### src/config_port_gpio_watchdog_map.svh
// Offsets, keys, field positions, reset values and timing counts of the
// configuration port block. Definitions only; included by the watchdog timer and the top module.
`ifndef CONFIG_PORT_GPIO_WATCHDOG_MAP_SVH
`define CONFIG_PORT_GPIO_WATCHDOG_MAP_SVH

// ============================================================
// Host I/O ports and keys
`define CFG_INDEX_PORT      16'h002E
`define CFG_DATA_PORT       16'h002F
`define CFG_UNLOCK_KEY      8'h87
`define CFG_LOCK_KEY        8'hAA

// ============================================================
// Register indexes
`define IDX_FUNCTION_SELECT 8'h07
`define IDX_ACTIVATE        8'h30
`define IDX_IO_DIRECTION    8'hF0
`define IDX_IO_OUTPUT_VALUE 8'hF1
`define IDX_IO_INVERSION    8'hF2
`define IDX_WDT_UNIT_CTRL   8'hF5
`define IDX_WDT_COUNT       8'hF6

// ============================================================
// Logical function numbers and field positions
`define FUNC_WATCHDOG       8'h08
`define FUNC_GPIO           8'h09
`define ACTIVATE_BIT        0
`define WDT_MINUTE_BIT      3

// ============================================================
// Reset values
`define RST_FUNCTION_SELECT 8'h00
`define RST_IO_DIRECTION    8'hFF
`define RST_ZERO_BYTE       8'h00
`define RDATA_UNMAPPED      8'hFF

// ============================================================
// Timing
`define CLK_PERIOD_NS       10
`define SECOND_NS           1000000000
`define SECONDS_PER_MINUTE  60
`define RESET_HOLD_NS       160
`define RESET_HOLD_CYCLES   (`RESET_HOLD_NS / `CLK_PERIOD_NS)

`endif

### src/config_port_gpio_watchdog_pkg.sv
// Types shared by the configuration port block.
// Assumes the constants of config_port_gpio_watchdog_map.svh beside it.
`default_nettype none

package config_port_gpio_watchdog_pkg;

	// ============================================================
	// Configuration space lock sequence
	typedef enum logic [1:0] {
		CFG_LOCKED   = 2'b00,
		CFG_HALF_KEY = 2'b01,
		CFG_OPEN     = 2'b10
	} unlock_state_t;

endpackage

`default_nettype wire

### src/gpio_line_sampler.sv
// Input path of the 8-bit I/O port: pin synchroniser and inversion.
// Assumes pins arrive asynchronously to clk.
`default_nettype none

module gpio_line_sampler (
	input  wire  logic       clk,
	input  wire  logic       reset_n,
	input  wire  logic [7:0] pin_in,
	input  wire  logic [7:0] invert,
	output logic       [7:0] line_value
);

	logic [7:0] sync_first;
	logic [7:0] sync_second;

	// ============================================================
	// Per-line synchroniser and inversion
	genvar i;
	generate
		for (i = 0; i < 8; i = i + 1) begin : g_line
			// First stage is read only by the second
			always_ff @(posedge clk or negedge reset_n) begin
				if (!reset_n) begin
					sync_first[i]  <= 1'b0;
					sync_second[i] <= 1'b0;
				end else begin
					sync_first[i]  <= pin_in[i];
					sync_second[i] <= sync_first[i];
				end
			end
			// One flips the line, zero passes it
			assign line_value[i] = sync_second[i] ^ invert[i];
		end
	endgenerate

endmodule

`default_nettype wire

### src/watchdog_timer.sv
// Watchdog counter with second and minute prescaler.
// Assumes a single clock; TICKS_PER_SECOND gives cycles per second.
`default_nettype none
`include "config_port_gpio_watchdog_map.svh"

module watchdog_timer #(
	parameter int unsigned TICKS_PER_SECOND = `SECOND_NS / `CLK_PERIOD_NS
) (
	input  wire  logic       clk,
	input  wire  logic       reset_n,
	input  wire  logic       enable,
	input  wire  logic       minutes,
	input  wire  logic       load,
	input  wire  logic [7:0] load_value,
	output logic       [7:0] count,
	output logic             expire
);

	logic [31:0] second_cnt;
	logic [5:0]  minute_cnt;
	logic        second_tick;
	logic        unit_tick;

	// ============================================================
	// Prescaler
	assign second_tick = (second_cnt == 32'(TICKS_PER_SECOND - 1));
	assign unit_tick   = second_tick &&
		(!minutes || minute_cnt == 6'(`SECONDS_PER_MINUTE - 1));

	// Reload restarts the unit so a service gives a full period
	always_ff @(posedge clk or negedge reset_n) begin
		if (!reset_n) begin
			second_cnt <= 32'h0000_0000;
			minute_cnt <= 6'h00;
		end else if (load || !enable || count == 8'h00) begin
			second_cnt <= 32'h0000_0000;
			minute_cnt <= 6'h00;
		end else if (second_tick) begin
			second_cnt <= 32'h0000_0000;
			minute_cnt <= unit_tick ? 6'h00 : minute_cnt + 6'h01;
		end else begin
			second_cnt <= second_cnt + 32'h0000_0001;
		end
	end

	// ============================================================
	// Down counter; parks at zero
	always_ff @(posedge clk or negedge reset_n) begin
		if (!reset_n) begin
			count  <= 8'h00;
			expire <= 1'b0;
		end else begin
			expire <= 1'b0;
			if (load) begin
				count <= load_value;
			end else if (enable && unit_tick && count != 8'h00) begin
				count <= count - 8'h01;
				if (count == 8'h01) begin
					expire <= 1'b1;
				end
			end
		end
	end

endmodule

`default_nettype wire

### src/config_port_gpio_watchdog.sv
// Configuration space of an on-board I/O controller: index/data port
// decode, lock sequence, 8-bit I/O port and watchdog.
// Assumes host byte I/O strobes are synchronous to clk, one cycle each.
//
// Behaviour
// - Two successive writes of 87 to index port 2E open configuration space.
// - Index 07 through data port 2F picks function: 09 I/O, 08 watchdog.
// - Writing 01 to index 30 activates the selected function.
// - Direction bit one makes the line input, zero makes it output.
// - Output lines drive the matching bit of the value register F1.
// - Inversion bit one flips an input line's value, zero passes it.
// - Watchdog expiry without service asserts system reset.
// - Count register F6 loads the timeout, 1 to 255 units.
// - Control F5 bit 3 selects minutes when one, seconds when zero.
`default_nettype none
`include "config_port_gpio_watchdog_map.svh"

module config_port_gpio_watchdog #(
	parameter int unsigned TICKS_PER_SECOND = `SECOND_NS / `CLK_PERIOD_NS
) (
	input  wire  logic        clk,
	input  wire  logic        reset_n,
	input  wire  logic [15:0] io_addr,
	input  wire  logic [7:0]  io_wdata,
	input  wire  logic        io_write,
	input  wire  logic        io_read,
	output logic        [7:0] io_rdata,
	input  wire  logic [7:0]  gpio_in,
	output logic        [7:0] gpio_out,
	output logic        [7:0] gpio_oe,
	output logic              system_reset
);

	// ============================================================
	// Declarations
	config_port_gpio_watchdog_pkg::unlock_state_t unlock_state;
	config_port_gpio_watchdog_pkg::unlock_state_t next_unlock_state;

	logic [7:0] cfg_index;
	logic [7:0] function_select;
	logic [7:0] gpio_activate;
	logic [7:0] wdt_activate;
	logic [7:0] io_direction;
	logic [7:0] io_output_value;
	logic [7:0] io_inversion;
	logic [7:0] watchdog_unit_control;

	logic       index_write;
	logic       data_write;
	logic       index_read;
	logic       data_read;
	logic       cfg_open;
	logic       reg_write;
	logic       gpio_selected;
	logic       wdt_selected;
	logic       gpio_active;
	logic       wdt_active;
	logic       wdt_load;

	logic [7:0] line_value;
	logic [7:0] wdt_count;
	logic       wdt_expire;
	logic [7:0] next_rdata;
	logic [7:0] port_value;

	logic [$clog2(`RESET_HOLD_CYCLES + 1) - 1:0] reset_hold;

	// ============================================================
	// Port decode
	assign index_write   = io_write && io_addr == `CFG_INDEX_PORT;
	assign data_write    = io_write && io_addr == `CFG_DATA_PORT;
	assign index_read    = io_read && io_addr == `CFG_INDEX_PORT;
	assign data_read     = io_read && io_addr == `CFG_DATA_PORT;
	assign cfg_open      = unlock_state == config_port_gpio_watchdog_pkg::CFG_OPEN;
	assign reg_write     = data_write && cfg_open;
	assign gpio_selected = function_select == `FUNC_GPIO;
	assign wdt_selected  = function_select == `FUNC_WATCHDOG;
	assign gpio_active   = gpio_activate[`ACTIVATE_BIT];
	assign wdt_active    = wdt_activate[`ACTIVATE_BIT];

	// ============================================================
	// Lock sequence
	// Any other port access between the two keys breaks the pair
	always_comb begin
		next_unlock_state = unlock_state;
		case (unlock_state)
			config_port_gpio_watchdog_pkg::CFG_LOCKED: begin
				if (index_write && io_wdata == `CFG_UNLOCK_KEY) begin
					next_unlock_state = config_port_gpio_watchdog_pkg::CFG_HALF_KEY;
				end
			end
			config_port_gpio_watchdog_pkg::CFG_HALF_KEY: begin
				if (index_write && io_wdata == `CFG_UNLOCK_KEY) begin
					next_unlock_state = config_port_gpio_watchdog_pkg::CFG_OPEN;
				end else if (io_write || io_read) begin
					next_unlock_state = config_port_gpio_watchdog_pkg::CFG_LOCKED;
				end
			end
			config_port_gpio_watchdog_pkg::CFG_OPEN: begin
				if (index_write && io_wdata == `CFG_LOCK_KEY) begin
					next_unlock_state = config_port_gpio_watchdog_pkg::CFG_LOCKED;
				end
			end
			default: begin
				next_unlock_state = config_port_gpio_watchdog_pkg::CFG_LOCKED;
			end
		endcase
	end

	always_ff @(posedge clk or negedge reset_n) begin
		if (!reset_n) begin
			unlock_state <= config_port_gpio_watchdog_pkg::CFG_LOCKED;
		end else begin
			unlock_state <= next_unlock_state;
		end
	end

	// ============================================================
	// Index register
	// Only takes writes once open; the lock key itself is not stored
	always_ff @(posedge clk or negedge reset_n) begin
		if (!reset_n) begin
			cfg_index <= `RST_ZERO_BYTE;
		end else if (index_write && cfg_open && io_wdata != `CFG_LOCK_KEY) begin
			cfg_index <= io_wdata;
		end
	end

	// ============================================================
	// Logical function select
	always_ff @(posedge clk or negedge reset_n) begin
		if (!reset_n) begin
			function_select <= `RST_FUNCTION_SELECT;
		end else if (reg_write && cfg_index == `IDX_FUNCTION_SELECT) begin
			function_select <= io_wdata;
		end
	end

	// ============================================================
	// Activation, one register per function
	always_ff @(posedge clk or negedge reset_n) begin
		if (!reset_n) begin
			gpio_activate <= `RST_ZERO_BYTE;
			wdt_activate  <= `RST_ZERO_BYTE;
		end else if (reg_write && cfg_index == `IDX_ACTIVATE) begin
			if (gpio_selected) begin
				gpio_activate <= io_wdata;
			end
			if (wdt_selected) begin
				wdt_activate <= io_wdata;
			end
		end
	end

	// ============================================================
	// I/O port configuration registers
	// Directions come up as inputs so no line fights the board at power-up
	always_ff @(posedge clk or negedge reset_n) begin
		if (!reset_n) begin
			io_direction    <= `RST_IO_DIRECTION;
			io_output_value <= `RST_ZERO_BYTE;
			io_inversion    <= `RST_ZERO_BYTE;
		end else if (reg_write && gpio_selected) begin
			case (cfg_index)
				`IDX_IO_DIRECTION: begin
					io_direction <= io_wdata;
				end
				`IDX_IO_OUTPUT_VALUE: begin
					io_output_value <= io_wdata;
				end
				`IDX_IO_INVERSION: begin
					io_inversion <= io_wdata;
				end
				default: begin
				end
			endcase
		end
	end

	// ============================================================
	// Pin drivers
	// Inactive port floats every line regardless of direction
	always_ff @(posedge clk or negedge reset_n) begin
		if (!reset_n) begin
			gpio_out <= 8'h00;
			gpio_oe  <= 8'h00;
		end else if (gpio_active) begin
			gpio_out <= io_output_value & ~io_direction;
			gpio_oe  <= ~io_direction;
		end else begin
			gpio_out <= 8'h00;
			gpio_oe  <= 8'h00;
		end
	end

	// ============================================================
	// Input path
	gpio_line_sampler u_sampler (
		.clk        (clk),
		.reset_n    (reset_n),
		.pin_in     (gpio_in),
		.invert     (io_inversion),
		.line_value (line_value)
	);

	// Inputs show the pin, outputs read back their own value
	assign port_value = (line_value & io_direction) |
		(io_output_value & ~io_direction);

	// ============================================================
	// Watchdog unit control
	always_ff @(posedge clk or negedge reset_n) begin
		if (!reset_n) begin
			watchdog_unit_control <= `RST_ZERO_BYTE;
		end else if (reg_write && wdt_selected && cfg_index == `IDX_WDT_UNIT_CTRL) begin
			watchdog_unit_control <= io_wdata;
		end
	end

	assign wdt_load = reg_write && wdt_selected && cfg_index == `IDX_WDT_COUNT;

	// ============================================================
	// Watchdog counter
	watchdog_timer #(
		.TICKS_PER_SECOND (TICKS_PER_SECOND)
	) u_watchdog (
		.clk        (clk),
		.reset_n    (reset_n),
		.enable     (wdt_active),
		.minutes    (watchdog_unit_control[`WDT_MINUTE_BIT]),
		.load       (wdt_load),
		.load_value (io_wdata),
		.count      (wdt_count),
		.expire     (wdt_expire)
	);

	// ============================================================
	// System reset stretcher
	// Held for a fixed width so slow reset receivers still see it
	always_ff @(posedge clk or negedge reset_n) begin
		if (!reset_n) begin
			reset_hold   <= '0;
			system_reset <= 1'b0;
		end else if (wdt_expire) begin
			reset_hold   <= ($bits(reset_hold))'(`RESET_HOLD_CYCLES - 1);
			system_reset <= 1'b1;
		end else if (reset_hold != '0) begin
			reset_hold   <= reset_hold - ($bits(reset_hold))'(1);
			system_reset <= 1'b1;
		end else begin
			system_reset <= 1'b0;
		end
	end

	// ============================================================
	// Read data
	// Locked space reads as an undriven bus
	always_comb begin
		next_rdata = `RDATA_UNMAPPED;
		if (index_read && cfg_open) begin
			next_rdata = cfg_index;
		end else if (data_read && cfg_open) begin
			if (cfg_index == `IDX_FUNCTION_SELECT) begin
				next_rdata = function_select;
			end else if (cfg_index == `IDX_ACTIVATE && gpio_selected) begin
				next_rdata = gpio_activate;
			end else if (cfg_index == `IDX_ACTIVATE && wdt_selected) begin
				next_rdata = wdt_activate;
			end else if (gpio_selected) begin
				case (cfg_index)
					`IDX_IO_DIRECTION:    next_rdata = io_direction;
					`IDX_IO_OUTPUT_VALUE: next_rdata = port_value;
					`IDX_IO_INVERSION:    next_rdata = io_inversion;
					default:              next_rdata = `RDATA_UNMAPPED;
				endcase
			end else if (wdt_selected) begin
				case (cfg_index)
					`IDX_WDT_UNIT_CTRL: next_rdata = watchdog_unit_control;
					`IDX_WDT_COUNT:     next_rdata = wdt_count;
					default:            next_rdata = `RDATA_UNMAPPED;
				endcase
			end
		end
	end

	// Read data holds until the next read
	always_ff @(posedge clk or negedge reset_n) begin
		if (!reset_n) begin
			io_rdata <= `RDATA_UNMAPPED;
		end else if (io_read) begin
			io_rdata <= next_rdata;
		end
	end

endmodule

`default_nettype wire

### config.mk
export PLATFORM = sky130hd
export DESIGN_NAME = config_port_gpio_watchdog
export DESIGN_NICKNAME = d
export VERILOG_FILES = /design/src/config_port_gpio_watchdog_pkg.sv /design/src/gpio_line_sampler.sv /design/src/watchdog_timer.sv /design/src/config_port_gpio_watchdog.sv
export VERILOG_INCLUDE_DIRS = /design/src
export SDC_FILE = /design/constraint.sdc
export NUM_CORES = 1
export LEC_CHECK = 0
export BUFFER_PORTS_ARGS = -buffer_cell sky130_fd_sc_hd__buf_2
export CORE_MARGIN = 5
export CORE_UTILIZATION = 55
export DETAILED_ROUTE_END_ITERATION = 16
export GPL_TIMING_DRIVEN = 1
export HOLD_SLACK_MARGIN = 0.12
export PLACE_DENSITY = 0.85
export SLEW_MARGIN = 20
export SYNTH_ARGS = -nofsm -noshare
export SYNTH_HDL_FRONTEND = slang
export SYNTH_SLANG_ARGS = --single-unit
### constraint.sdc
create_clock -name clk -period 3.31 [get_ports clk]
set_input_delay 0 -clock clk [delete_from_list [all_inputs] [get_ports clk]]
set_output_delay 0 -clock clk [all_outputs]
set_load 0.05 [all_outputs]
==> results of run 1 <==
[final timing paths]
| kind | to | startpoint | slack (ns) | cells past startpoint |
|---|---|---|---|---|
| min | u_watchdog.second_cnt[9] | reset_n | 0.16 | 2 |
| max in group asynchronous | io_rdata[7] | reset_n | 2.25 | 3 |
| min in group clk | io_rdata[7] | io_addr[0] | 0.16 | 5 |
| max reg2reg | io_rdata[6] | function_select[4] | 0.35 | 6 |
| min reg2reg | u_sampler.sync_second[4] | u_sampler.sync_first[4] | 0.35 | 0 |
| max | io_rdata[6] | function_select[4] | 0.35 | 6 |
[per-stage QoR]
stage	util (%)	setup WS, ns	area, sq um
4_1_cts	66.2	0.486	8830
6_report	66.2	0.347	8830
2_1_floorplan	-	0.680	7520
3_3_place_gp	59.9	0.562	7990
5_1_grt	66.2	0.233	8830
3_5_place_dp	59.9	0.528	7990
[routing by layer]
metal	track usage, %	wire length, um	vias up	part of all wire (%)
li1	-	-	2571	-
met5	0	0	-	0
met3	5.67	1240	25	6.8
met2	39.5	9130	220	50
met1	30.3	7560	2838	41
met4	7.82	363	0	2.0
[placed cells by master (no fill, tap or decap), drive strengths merged, types with 8 or more instances in the layout]
master	synthesis	routed
dfrtp	143	143
buf	11	71
mux2	68	68
nor2	63	63
nand2	50	50
xor2	33	33
dlygate4sd3	0	23
a21oi	19	19
nand4	18	18
nand3	18	18
clkbuf	23	18
o22ai	17	17
nor2b	17	17
dfstp	16	16
inv	11	16
mux2i	15	15
and2	13	13
xnor2	13	13
nor3	13	13
o21ai	12	12
and3	10	10
o211ai	9	9
or4	8	8
nor4	8	8
[registers in the layout (all words and copies together), names as in the netlist, 6 cells and up]
| signal | flops |
|---|---|
| gpio_activate | 8 |
| u_watchdog.minute_cnt | 6 |
| cfg_index | 8 |
| function_select | 8 |
| io_direction | 8 |
| watchdog_unit_control | 8 |
| u_sampler.sync_second | 8 |
| wdt_activate | 8 |
| io_output_value | 8 |
| io_rdata | 8 |
| gpio_oe | 8 |
| u_sampler.sync_first | 8 |
| gpio_out | 8 |
| u_watchdog.count | 8 |
| io_inversion | 8 |
| u_watchdog.second_cnt | 32 |
[worst max-delay path: cells and delay by family, from the launching register on]
kind | cells | cell delay [ns]
simple gates | 2 | 1.21
flops | 1 | 0.40
compound gates | 4 | 1.28
[report_power, final]
group	leakage [nW]	total [mW]	internal (mW)	switching, mW
Combinational	1.55	0.121	0.0403	0.0803
Sequential	2.10	1.96	1.96	0.00426
Clock	0.296	2.01	1.20	0.808
Total	3.95	4.09	3.20	0.892
[cell type report]
type | instances | share of cell area [%]
well taps | 176 | 2.49
repair buffers | 94 | 7.16
multi-input cells | 474 | 37.7
clock inverters | 14 | 2.04
inverters | 11 | 0.468
flip-flops and latches | 159 | 45.3
clock buffers | 18 | 4.86
[timing repair]
item	4_1_cts	5_1_grt
hold buffers	23	0
buffers inserted	0	0
hold endpoints to repair	165	0
[cell families (layout without fill, tap and decap cells)]
kind of cell               count (synthesis)  after routing  share of synthesized area, %
and+or+nand+nor                          254            254                          18.0
muxes                                     83             83                          12.6
adders and majority gates                  7              7                          1.17
DFF                                      159            159                          53.2
AOI/OAI and AO/OA                         84             84                          7.16
buffers and inverters                     45            137                          2.51
xor gates and xnor gates                  46             46                          5.36
==> results.cfg, run 1 <==
[cts]
cts-root-to-sink-buffers = 2
post_cts_resize_count = 0
cts_made_buffers = 17
clk_transition_reported_paths_ns = 0.06
tritoncts = done
clk_latency_ns = 0.43
htree_num_levels = 4
clock-sinks = 159
clock-root-buffer = sky130_fd_sc_hd__clkbuf_16

[yosys]
asyncSetResetFlopFracSynth_pct = 100
synth_edf_count = 0
synth.most_common_cell = sky130_fd_sc_hd__dfrtp_1
ys_dominant_reg_cell = sky130_fd_sc_hd__dfrtp_1
synth_area_leader_cell = sky130_fd_sc_hd__dfrtp_1
post_synth_instance_area_sq_mm = 0.00752
synth.net_count = 721
synth.top_cells.by_area = sky130_fd_sc_hd__dfrtp_1, sky130_fd_sc_hd__mux2_2, sky130_fd_sc_hd__dfstp_2
synthCells = 678
yosys_warnings = 0
synth.avg_cell_area_sq_um = 11.1
synth.top_cell.area_share_pct = 47.6
synth-seq-area-share_pct = 53.2
most_numerous_cell_types_in_the_synthesized_netlist = sky130_fd_sc_hd__dfrtp_1, sky130_fd_sc_hd__nor2_1, sky130_fd_sc_hd__mux2_2
unique_cell_type_count_in_the_yosys_netlist = 49
ys_ff_latch = 159

[run]
max-cap-violations = 0

[drt]
remaining_drc_errors = 0
detail_route.wl_per_cell_um = 19.3
ant_nets = 0
totalWireLength_um = 18300
avgViaCountPerCell = 5.98
drt-pass1-iter-count = 5
vias = 5654
drt_first_iter_violations = 514

[place]
portBuffers = 60
place.gp.congestion = 0.934
placed_cells_incl_taps = 891
place_hpwl_um = 12100

[run_status]
run_status = finished clean

[timing]
maxClockFrequency_mhz = 337
fin_crit_ns = 2.96
slew_viol_final = 0
finalCritPeriodShare_pct = 89.5
relSlewSlack_pct = 29.2
number_of_setup_violations_in_the_final_report = 0
final-hold-violation-count = 0
rsz0062_at_grt = no
finalSetupTns_ns = 0
whs_ns = 0.155
final.setup_skew_ns = 0.0108
worst_pin_slew_ns = 1.05

[setup_path]
cp_common_cell = sky130_fd_sc_hd__or4_1
worst-endpoint-required_ns = 3.64
crit_chain = or4_1 -> or4_1 -> a21oi_1 -> o221ai_1 -> a31oi_1 -> a211oi_1
timing.setup.critical_path_class = register to register
endpoint_kind = register
worst-path-max-fanout = 6
slowest_stage = sky130_fd_sc_hd__or4_1
worstPathArrival_ns = 3.30
cpPeakStageDelay_ns = 0.65
crit_path_start_kind = register

[cells_and_area]
multiInputGateArea_sq_mm = 0.00333
seqCellArea_sq_mm = 0.00400
ratio_of_cells_with_drive_above_1_in_the_final_layout_pct = 24.7
number_of_standard_cells_in_the_final_layout_excluding_fillers = 946
final.fill_count = 972
area_growth_syn_to_layout_pct = 17.5
antennaDiodeCount = 0
nNetsFinal = 800

[grt]
globalRoute.totalOverflow = 0
grt_max_degree = 84
grt_pass1_vias = 5854
global_route_wire_length_before_repair_um = 30300
total_grt_usage_pct = 23.6
grt_antenna_before_repair = 0

[die]
initial_utilization_pct = 56.3
die_area_sq_mm = 0.0161
die_width_um = 127
top_level_ports = 61
cell_row_count = 42
die_height_um = 127
coreArea_sq_mm = 0.0133

[pwr]
p_leak_nw = 3.95
design_power_total_mw = 4.09
powerDensity_mw_per_mm2 = 463
max-vdd-ir-drop_mv = 0.384

[min_path]
worst_hold_path_type = input pin to asynchronous set/reset pin
No activity file was read; power rests on OpenSTA's default activity.
==> run 2, diff against run 1 <==
Settings changed: RECOVER_POWER set to 100.
==> results.cfg, run 2 (same netlist as run 1, synthesis figures left out) <==
[cts]
clk_latency_ns = 0.43
cts-root-to-sink-buffers = 2
clock-root-buffer = sky130_fd_sc_hd__clkbuf_16
post_cts_hold_buffer_count = 23
post_cts_resize_count = 0
clock-sinks = 159
htree_num_levels = 4
tritoncts = done
cts_setup_buffers = 0
clk_transition_reported_paths_ns = 0.06
cts_made_buffers = 17

[cells_and_area]
largest_register = u_watchdog.second_cnt
postLayoutCoreUtil_pct = 65.5
number_of_standard_cells_in_the_final_layout_excluding_fillers = 946
number_of_flip_flops_in_the_largest_register = 32
ratio_of_cells_with_drive_above_1_in_the_final_layout_pct = 19.6
nNetsFinal = 800
most_common_library_cell_in_the_layout_ignoring_fill_and_taps = sky130_fd_sc_hd__dfrtp_1
final.fill_count = 1014
antennaDiodeCount = 0
area_growth_syn_to_layout_pct = 16.3
highest_count_cells_in_the_layout_ignoring_fill_and_taps = sky130_fd_sc_hd__dfrtp_1, sky130_fd_sc_hd__nor2_1, sky130_fd_sc_hd__mux2_2

[min_path]
hold_start = io_addr[0]
worst_hold_path_type = input pin to register

[die]
initial_utilization_pct = 56.3
die_width_um = 127
coreArea_sq_mm = 0.0133
die_height_um = 127
die_area_sq_mm = 0.0161
cell_row_count = 42
top_level_ports = 61

[drt]
drt-pass1-iter-count = 7
topRoutingLayerUsed = met4
met3RoutedLength_um = 1160
avgViaCountPerCell = 6.00
remaining_drc_errors = 0
routedLengthMet1_um = 7610
totalWireLength_um = 18300
detail_route.wl_per_cell_um = 19.4
route.met2.wl_um = 9160
ant_nets = 0
vias = 5680
drt_first_iter_violations = 500

[timing]
slew_viol_final = 77
maxClockFrequency_mhz = 336
final.setup_skew_ns = 0.0107
finalSetupTns_ns = 0
layout_setup_ws_ns = 0.331
worst_pin_slew_ns = 1.86
final-hold-violation-count = 0
rsz0062_at_grt = no
finalCritPeriodShare_pct = 90.0
whs_ns = 0.159
relSlewSlack_pct = -24.1
number_of_setup_violations_in_the_final_report = 0
fin_crit_ns = 2.98

[setup_path]
crit_path_start_kind = register
endpoint_kind = register
worstPathArrival_ns = 3.32
critPathLaunch = function_select[4]
worst-path-max-fanout = 6
rrSetupSlack_ns = 0.33
worst-endpoint-required_ns = 3.65
reg2reg_from = function_select[4]
timing.setup.critical_path_class = register to register

[pwr]
p_leak_nw = 3.82
powerDensity_mw_per_mm2 = 468
max-vdd-ir-drop_mv = 0.385

[grt]
grt_antenna_before_repair = 0
global_route_wire_length_before_repair_um = 30300
total_grt_usage_pct = 23.6
grt_max_degree = 84
globalRoute.totalOverflow = 0
grt_pass1_vias = 5854

[run_status]
violated_checks = max-capacitance violations, max-slew violations
run_status = finished with violations

[place]
place.gp.congestion = 0.934
placed_cells_incl_taps = 891
placement.setup.worst_slack_ns = 0.528
portBuffers = 60
place_hpwl_um = 12100

[run]
max-cap-violations = 1
[run 2: cell count changes in the layout (fill, tap and decap cells not counted), moves of 2 or more]
| cell | change |
|---|---|
| sky130_fd_sc_hd__mux2_1 | +8 |
| sky130_fd_sc_hd__clkbuf_1 | +29 |
| sky130_fd_sc_hd__mux2_4 | -8 |
| sky130_fd_sc_hd__clkbuf_2 | +2 |
| sky130_fd_sc_hd__and2_0 | +8 |
| sky130_fd_sc_hd__buf_4 | -4 |
| sky130_fd_sc_hd__and2_1 | -8 |
| sky130_fd_sc_hd__buf_2 | -26 |
[run 2: path summary, 6_finish.rpt]
kind	end	cells past startpoint
worst max-delay path	io_rdata[6]	6
worst min-delay path	io_rdata[7]	5
worst max register to register	io_rdata[6]	6
worst min register to register	u_sampler.sync_second[4]	0
max in group asynchronous	io_rdata[2]	3
min in group asynchronous	u_watchdog.second_cnt[19]	2
[run 2: final cells by class]
class | count | area [sq um] | area share [%]
well taps | 176 | 220 | 2.52
clock inverters | 14 | 180 | 2.06
multi-input cells | 474 | 3300 | 37.7
repair buffers | 94 | 579 | 6.62
clock buffers | 18 | 429 | 4.91
flip-flops and latches | 159 | 4000 | 45.7
inverters | 11 | 41.3 | 0.472
[run 2: through the flow]
step,power [mW],area (sq um)
2_1_floorplan,2.02,7520
3_3_place_gp,2.09,7990
3_5_place_dp,2.10,7990
4_1_cts,4.12,8830
5_1_grt,4.23,8750
6_report,4.09,8750
[run 2: per-layer routing]
| metal | vias to the layer above | global-route usage (%) |
|---|---|---|
| met5 | - | 0 |
| met2 | 209 | 39.5 |
| met1 | 2868 | 30.3 |
| met3 | 34 | 5.67 |
| li1 | 2569 | - |
| met4 | 0 | 7.82 |
[run 2: power by group]
| group | leakage [nW] | switching (mW) | internal (mW) | total (mW) |
|---|---|---|---|---|
| Combinational | 1.42 | 0.0796 | 0.0392 | 0.119 |
| Clock | 0.296 | 0.809 | 1.20 | 2.01 |
| Sequential | 2.10 | 0.00428 | 1.96 | 1.96 |
| Total | 3.82 | 0.893 | 3.20 | 4.09 |
[run 2: worst max-delay path, stage by stage (launching register included)]
cell                       delay [ns]
sky130_fd_sc_hd__dfrtp_1         0.40
sky130_fd_sc_hd__or4_1           0.55
sky130_fd_sc_hd__or4_1           0.64
sky130_fd_sc_hd__a21oi_1         0.53
sky130_fd_sc_hd__o221ai_1        0.32
sky130_fd_sc_hd__a31oi_1         0.38
sky130_fd_sc_hd__a211oi_1        0.08
==> run 3, diff against run 2 <==
Settings changed: SYNTH_HIERARCHICAL set to 1.
==> results.cfg, run 3 <==
[grt]
globalRoute.totalOverflow = 0
grt_pass1_vias = 5983
global_route_wire_length_before_repair_um = 30000
grt_antenna_before_repair = 0
total_grt_usage_pct = 23.2
grt_max_degree = 108

[cells_and_area]
most_common_library_cell_in_the_layout_ignoring_fill_and_taps = sky130_fd_sc_hd__dfrtp_1
ratio_of_cells_with_drive_above_1_in_the_final_layout_pct = 20.7
largest_register = u_watchdog/second_cnt
antennaDiodeCount = 0
area_growth_syn_to_layout_pct = 15.0
highest_count_cells_in_the_layout_ignoring_fill_and_taps = sky130_fd_sc_hd__dfrtp_1, sky130_fd_sc_hd__nor2_1, sky130_fd_sc_hd__mux2_2
number_of_flip_flops_in_the_largest_register = 32
nNetsFinal = 809
postLayoutCoreUtil_pct = 63.9

[min_path]
worst_hold_path_type = input pin to register
hold_start = gpio_in[6]

[cts]
tritoncts = done
htree_num_levels = 4
cts-root-to-sink-buffers = 2
clk_transition_reported_paths_ns = 0.06
cts_made_buffers = 17
clock-sinks = 159
clk_latency_ns = 0.43
cts_setup_buffers = 0
clock-root-buffer = sky130_fd_sc_hd__clkbuf_16
post_cts_resize_count = 0

[yosys]
ys_ff_latch = 159
synth_top_family_by_area = simple AND/OR/NAND/NOR gates
synthCells = 685
synth.avg_cell_area_sq_um = 11.2
synth_edf_count = 0
post_synth_instance_area_sq_mm = 0.00766
basic_gate_share_of_the_synthesized_area_counting_and_or_nand_and_nor_cells_pct = 20.5
asyncSetResetFlopFracSynth_pct = 100
synth.net_count = 728
multiplexer_area_fraction_after_synthesis_pct = 10.8
most_numerous_cell_types_in_the_synthesized_netlist = sky130_fd_sc_hd__dfrtp_1, sky130_fd_sc_hd__mux2_2, sky130_fd_sc_hd__nor2_1
synth.top_cell.area_share_pct = 46.7
synth-seq-area-share_pct = 52.2
yosys_warnings = 6
synth-xor-area-share_pct = 4.46
synth.top_cells.by_area = sky130_fd_sc_hd__dfrtp_1, sky130_fd_sc_hd__mux2_2, sky130_fd_sc_hd__dfstp_2
ys_dominant_reg_cell = sky130_fd_sc_hd__dfrtp_1
synth.most_common_cell = sky130_fd_sc_hd__dfrtp_1
post_synth_fa_ha_maj_area_fraction_pct = 1.14
synth_compound_area_share_pct = 8.56
synth_area_leader_cell = sky130_fd_sc_hd__dfrtp_1
unique_cell_type_count_in_the_yosys_netlist = 68

[pwr]
p_leak_nw = 3.87
powerDensity_mw_per_mm2 = 455
max-vdd-ir-drop_mv = 0.491
design_power_total_mw = 4.00

[timing]
layout_setup_ws_ns = 0.444
rsz0062_at_grt = no
finalSetupTns_ns = 0
number_of_setup_violations_in_the_final_report = 0
final.setup_skew_ns = 0.00690
worst_pin_slew_ns = 2.69
fin_crit_ns = 2.87
maxClockFrequency_mhz = 349
relSlewSlack_pct = -79.0
finalCritPeriodShare_pct = 86.6
slew_viol_final = 108
whs_ns = 0.212
final-hold-violation-count = 0

[drt]
drt-pass1-iter-count = 7
detail_route.wl_per_cell_um = 19.1
drt_first_iter_violations = 483
totalWireLength_um = 18300
remaining_drc_errors = 0
vias = 5836
avgViaCountPerCell = 6.09
ant_nets = 0

[setup_path]
path_delay_family = simple AND/OR/NAND/NOR gates
crit_path_start_kind = register
slowest_stage = sky130_fd_sc_hd__nor2b_1
timing.setup.critical_path_class = register to register
worstPathArrival_ns = 3.17
cp_num_buf_inv = 0
crit_chain = nor4_1 -> and4_1 -> nand3_1 -> nor2b_1 -> mux2_2
worst-path-max-fanout = 8
worst-endpoint-required_ns = 3.62
critPathLaunch = cfg_index[3]
endpoint_kind = register
cpPeakStageDelay_ns = 0.71
reg2reg_from = cfg_index[3]

[place]
portBuffers = 60
place_hpwl_um = 12100
place.gp.congestion = 0.945
placement.setup.worst_slack_ns = 0.578

[die]
top_level_ports = 61
die_width_um = 128
initial_utilization_pct = 55.6
coreArea_sq_mm = 0.0138
cell_row_count = 43
die_area_sq_mm = 0.0164
die_height_um = 128

[run_status]
run_status = finished with violations
violated_checks = max-capacitance violations, max-slew violations

[run]
max-cap-violations = 1
## run 3: cell types whose count changed after synthesis, moves of 8 or more
| cell | change |
|---|---|
| sky130_fd_sc_hd__a21oi_1 | -10 |
| sky130_fd_sc_hd__o22ai_1 | -16 |
| sky130_fd_sc_hd__xor2_1 | -8 |
| sky130_fd_sc_hd__or3_1 | +9 |
| sky130_fd_sc_hd__mux2_2 | +10 |
| sky130_fd_sc_hd__mux2_4 | -8 |
| sky130_fd_sc_hd__o22a_1 | +10 |
| sky130_fd_sc_hd__o21ai_0 | +11 |
## run 3: metrics by stage
step           cells  cell area [sq um]
6_report         959               8810
5_1_grt          959               8810
3_5_place_dp     905               8100
2_1_floorplan    685               7660
3_3_place_gp     905               8100
4_1_cts          959               8910
## run 3: power breakdown
group | switching [mW] | leakage [nW] | total, mW | internal, mW
Combinational | 0.0807 | 1.49 | 0.123 | 0.0419
Sequential | 0.00386 | 2.09 | 1.96 | 1.96
Clock | 0.761 | 0.288 | 1.92 | 1.16
## run 3: worst paths after layout
| kind | end | slack (ns) | cells past startpoint |
|---|---|---|---|
| worst max-delay path | gpio_activate[0] | 0.44 | 5 |
| worst min-delay path | u_sampler/sync_first[6] | 0.21 | 2 |
| worst max register to register | gpio_activate[0] | 0.44 | 5 |
| worst min register to register | u_sampler/sync_second[2] | 0.34 | 0 |
| max in group asynchronous | io_direction[1] | 0.77 | 3 |
| min in group asynchronous | system_reset | 0.90 | 2 |
## run 3: cells by family (layout without fill, tap and decap cells)
| family | Yosys count | count (layout) |
|---|---|---|
| simple gates | 272 | 272 |
| fa+ha+maj | 7 | 7 |
| mux | 75 | 75 |
| compound gates | 95 | 95 |
| xor+xnor | 39 | 39 |
| buf+inv | 38 | 132 |
| flops | 159 | 159 |
## run 3: final cells by class
type / instances / area, sq um
clock buffers: 21 / 470
clock inverters: 11 / 114
fillers: 1074 / 4970
inverters: 12 / 45.0
multi-input cells: 488 / 3420
flip-flops and latches: 159 / 4000
well taps: 180 / 225
repair buffers: 88 / 533
## run 3: timing repair
| action | in CTS | in global routing |
|---|---|---|
| hold buffers | 22 | 0 |
| setup endpoints to repair | 0 | 0 |
| endpoints found under the hold margin | 182 | 0 |
## run 3: metal layers
metal | vias to the layer above | routed length [um] | GRT usage, % | part of all wire, %
met1 | 2879 | 7590 | 29.7 | 41
met2 | 259 | 8810 | 37.6 | 48
li1 | 2645 | - | - | -
met3 | 53 | 1350 | 5.63 | 7.4
met5 | - | 0 | 0 | 0
met4 | 0 | 545 | 10.6 | 3.0
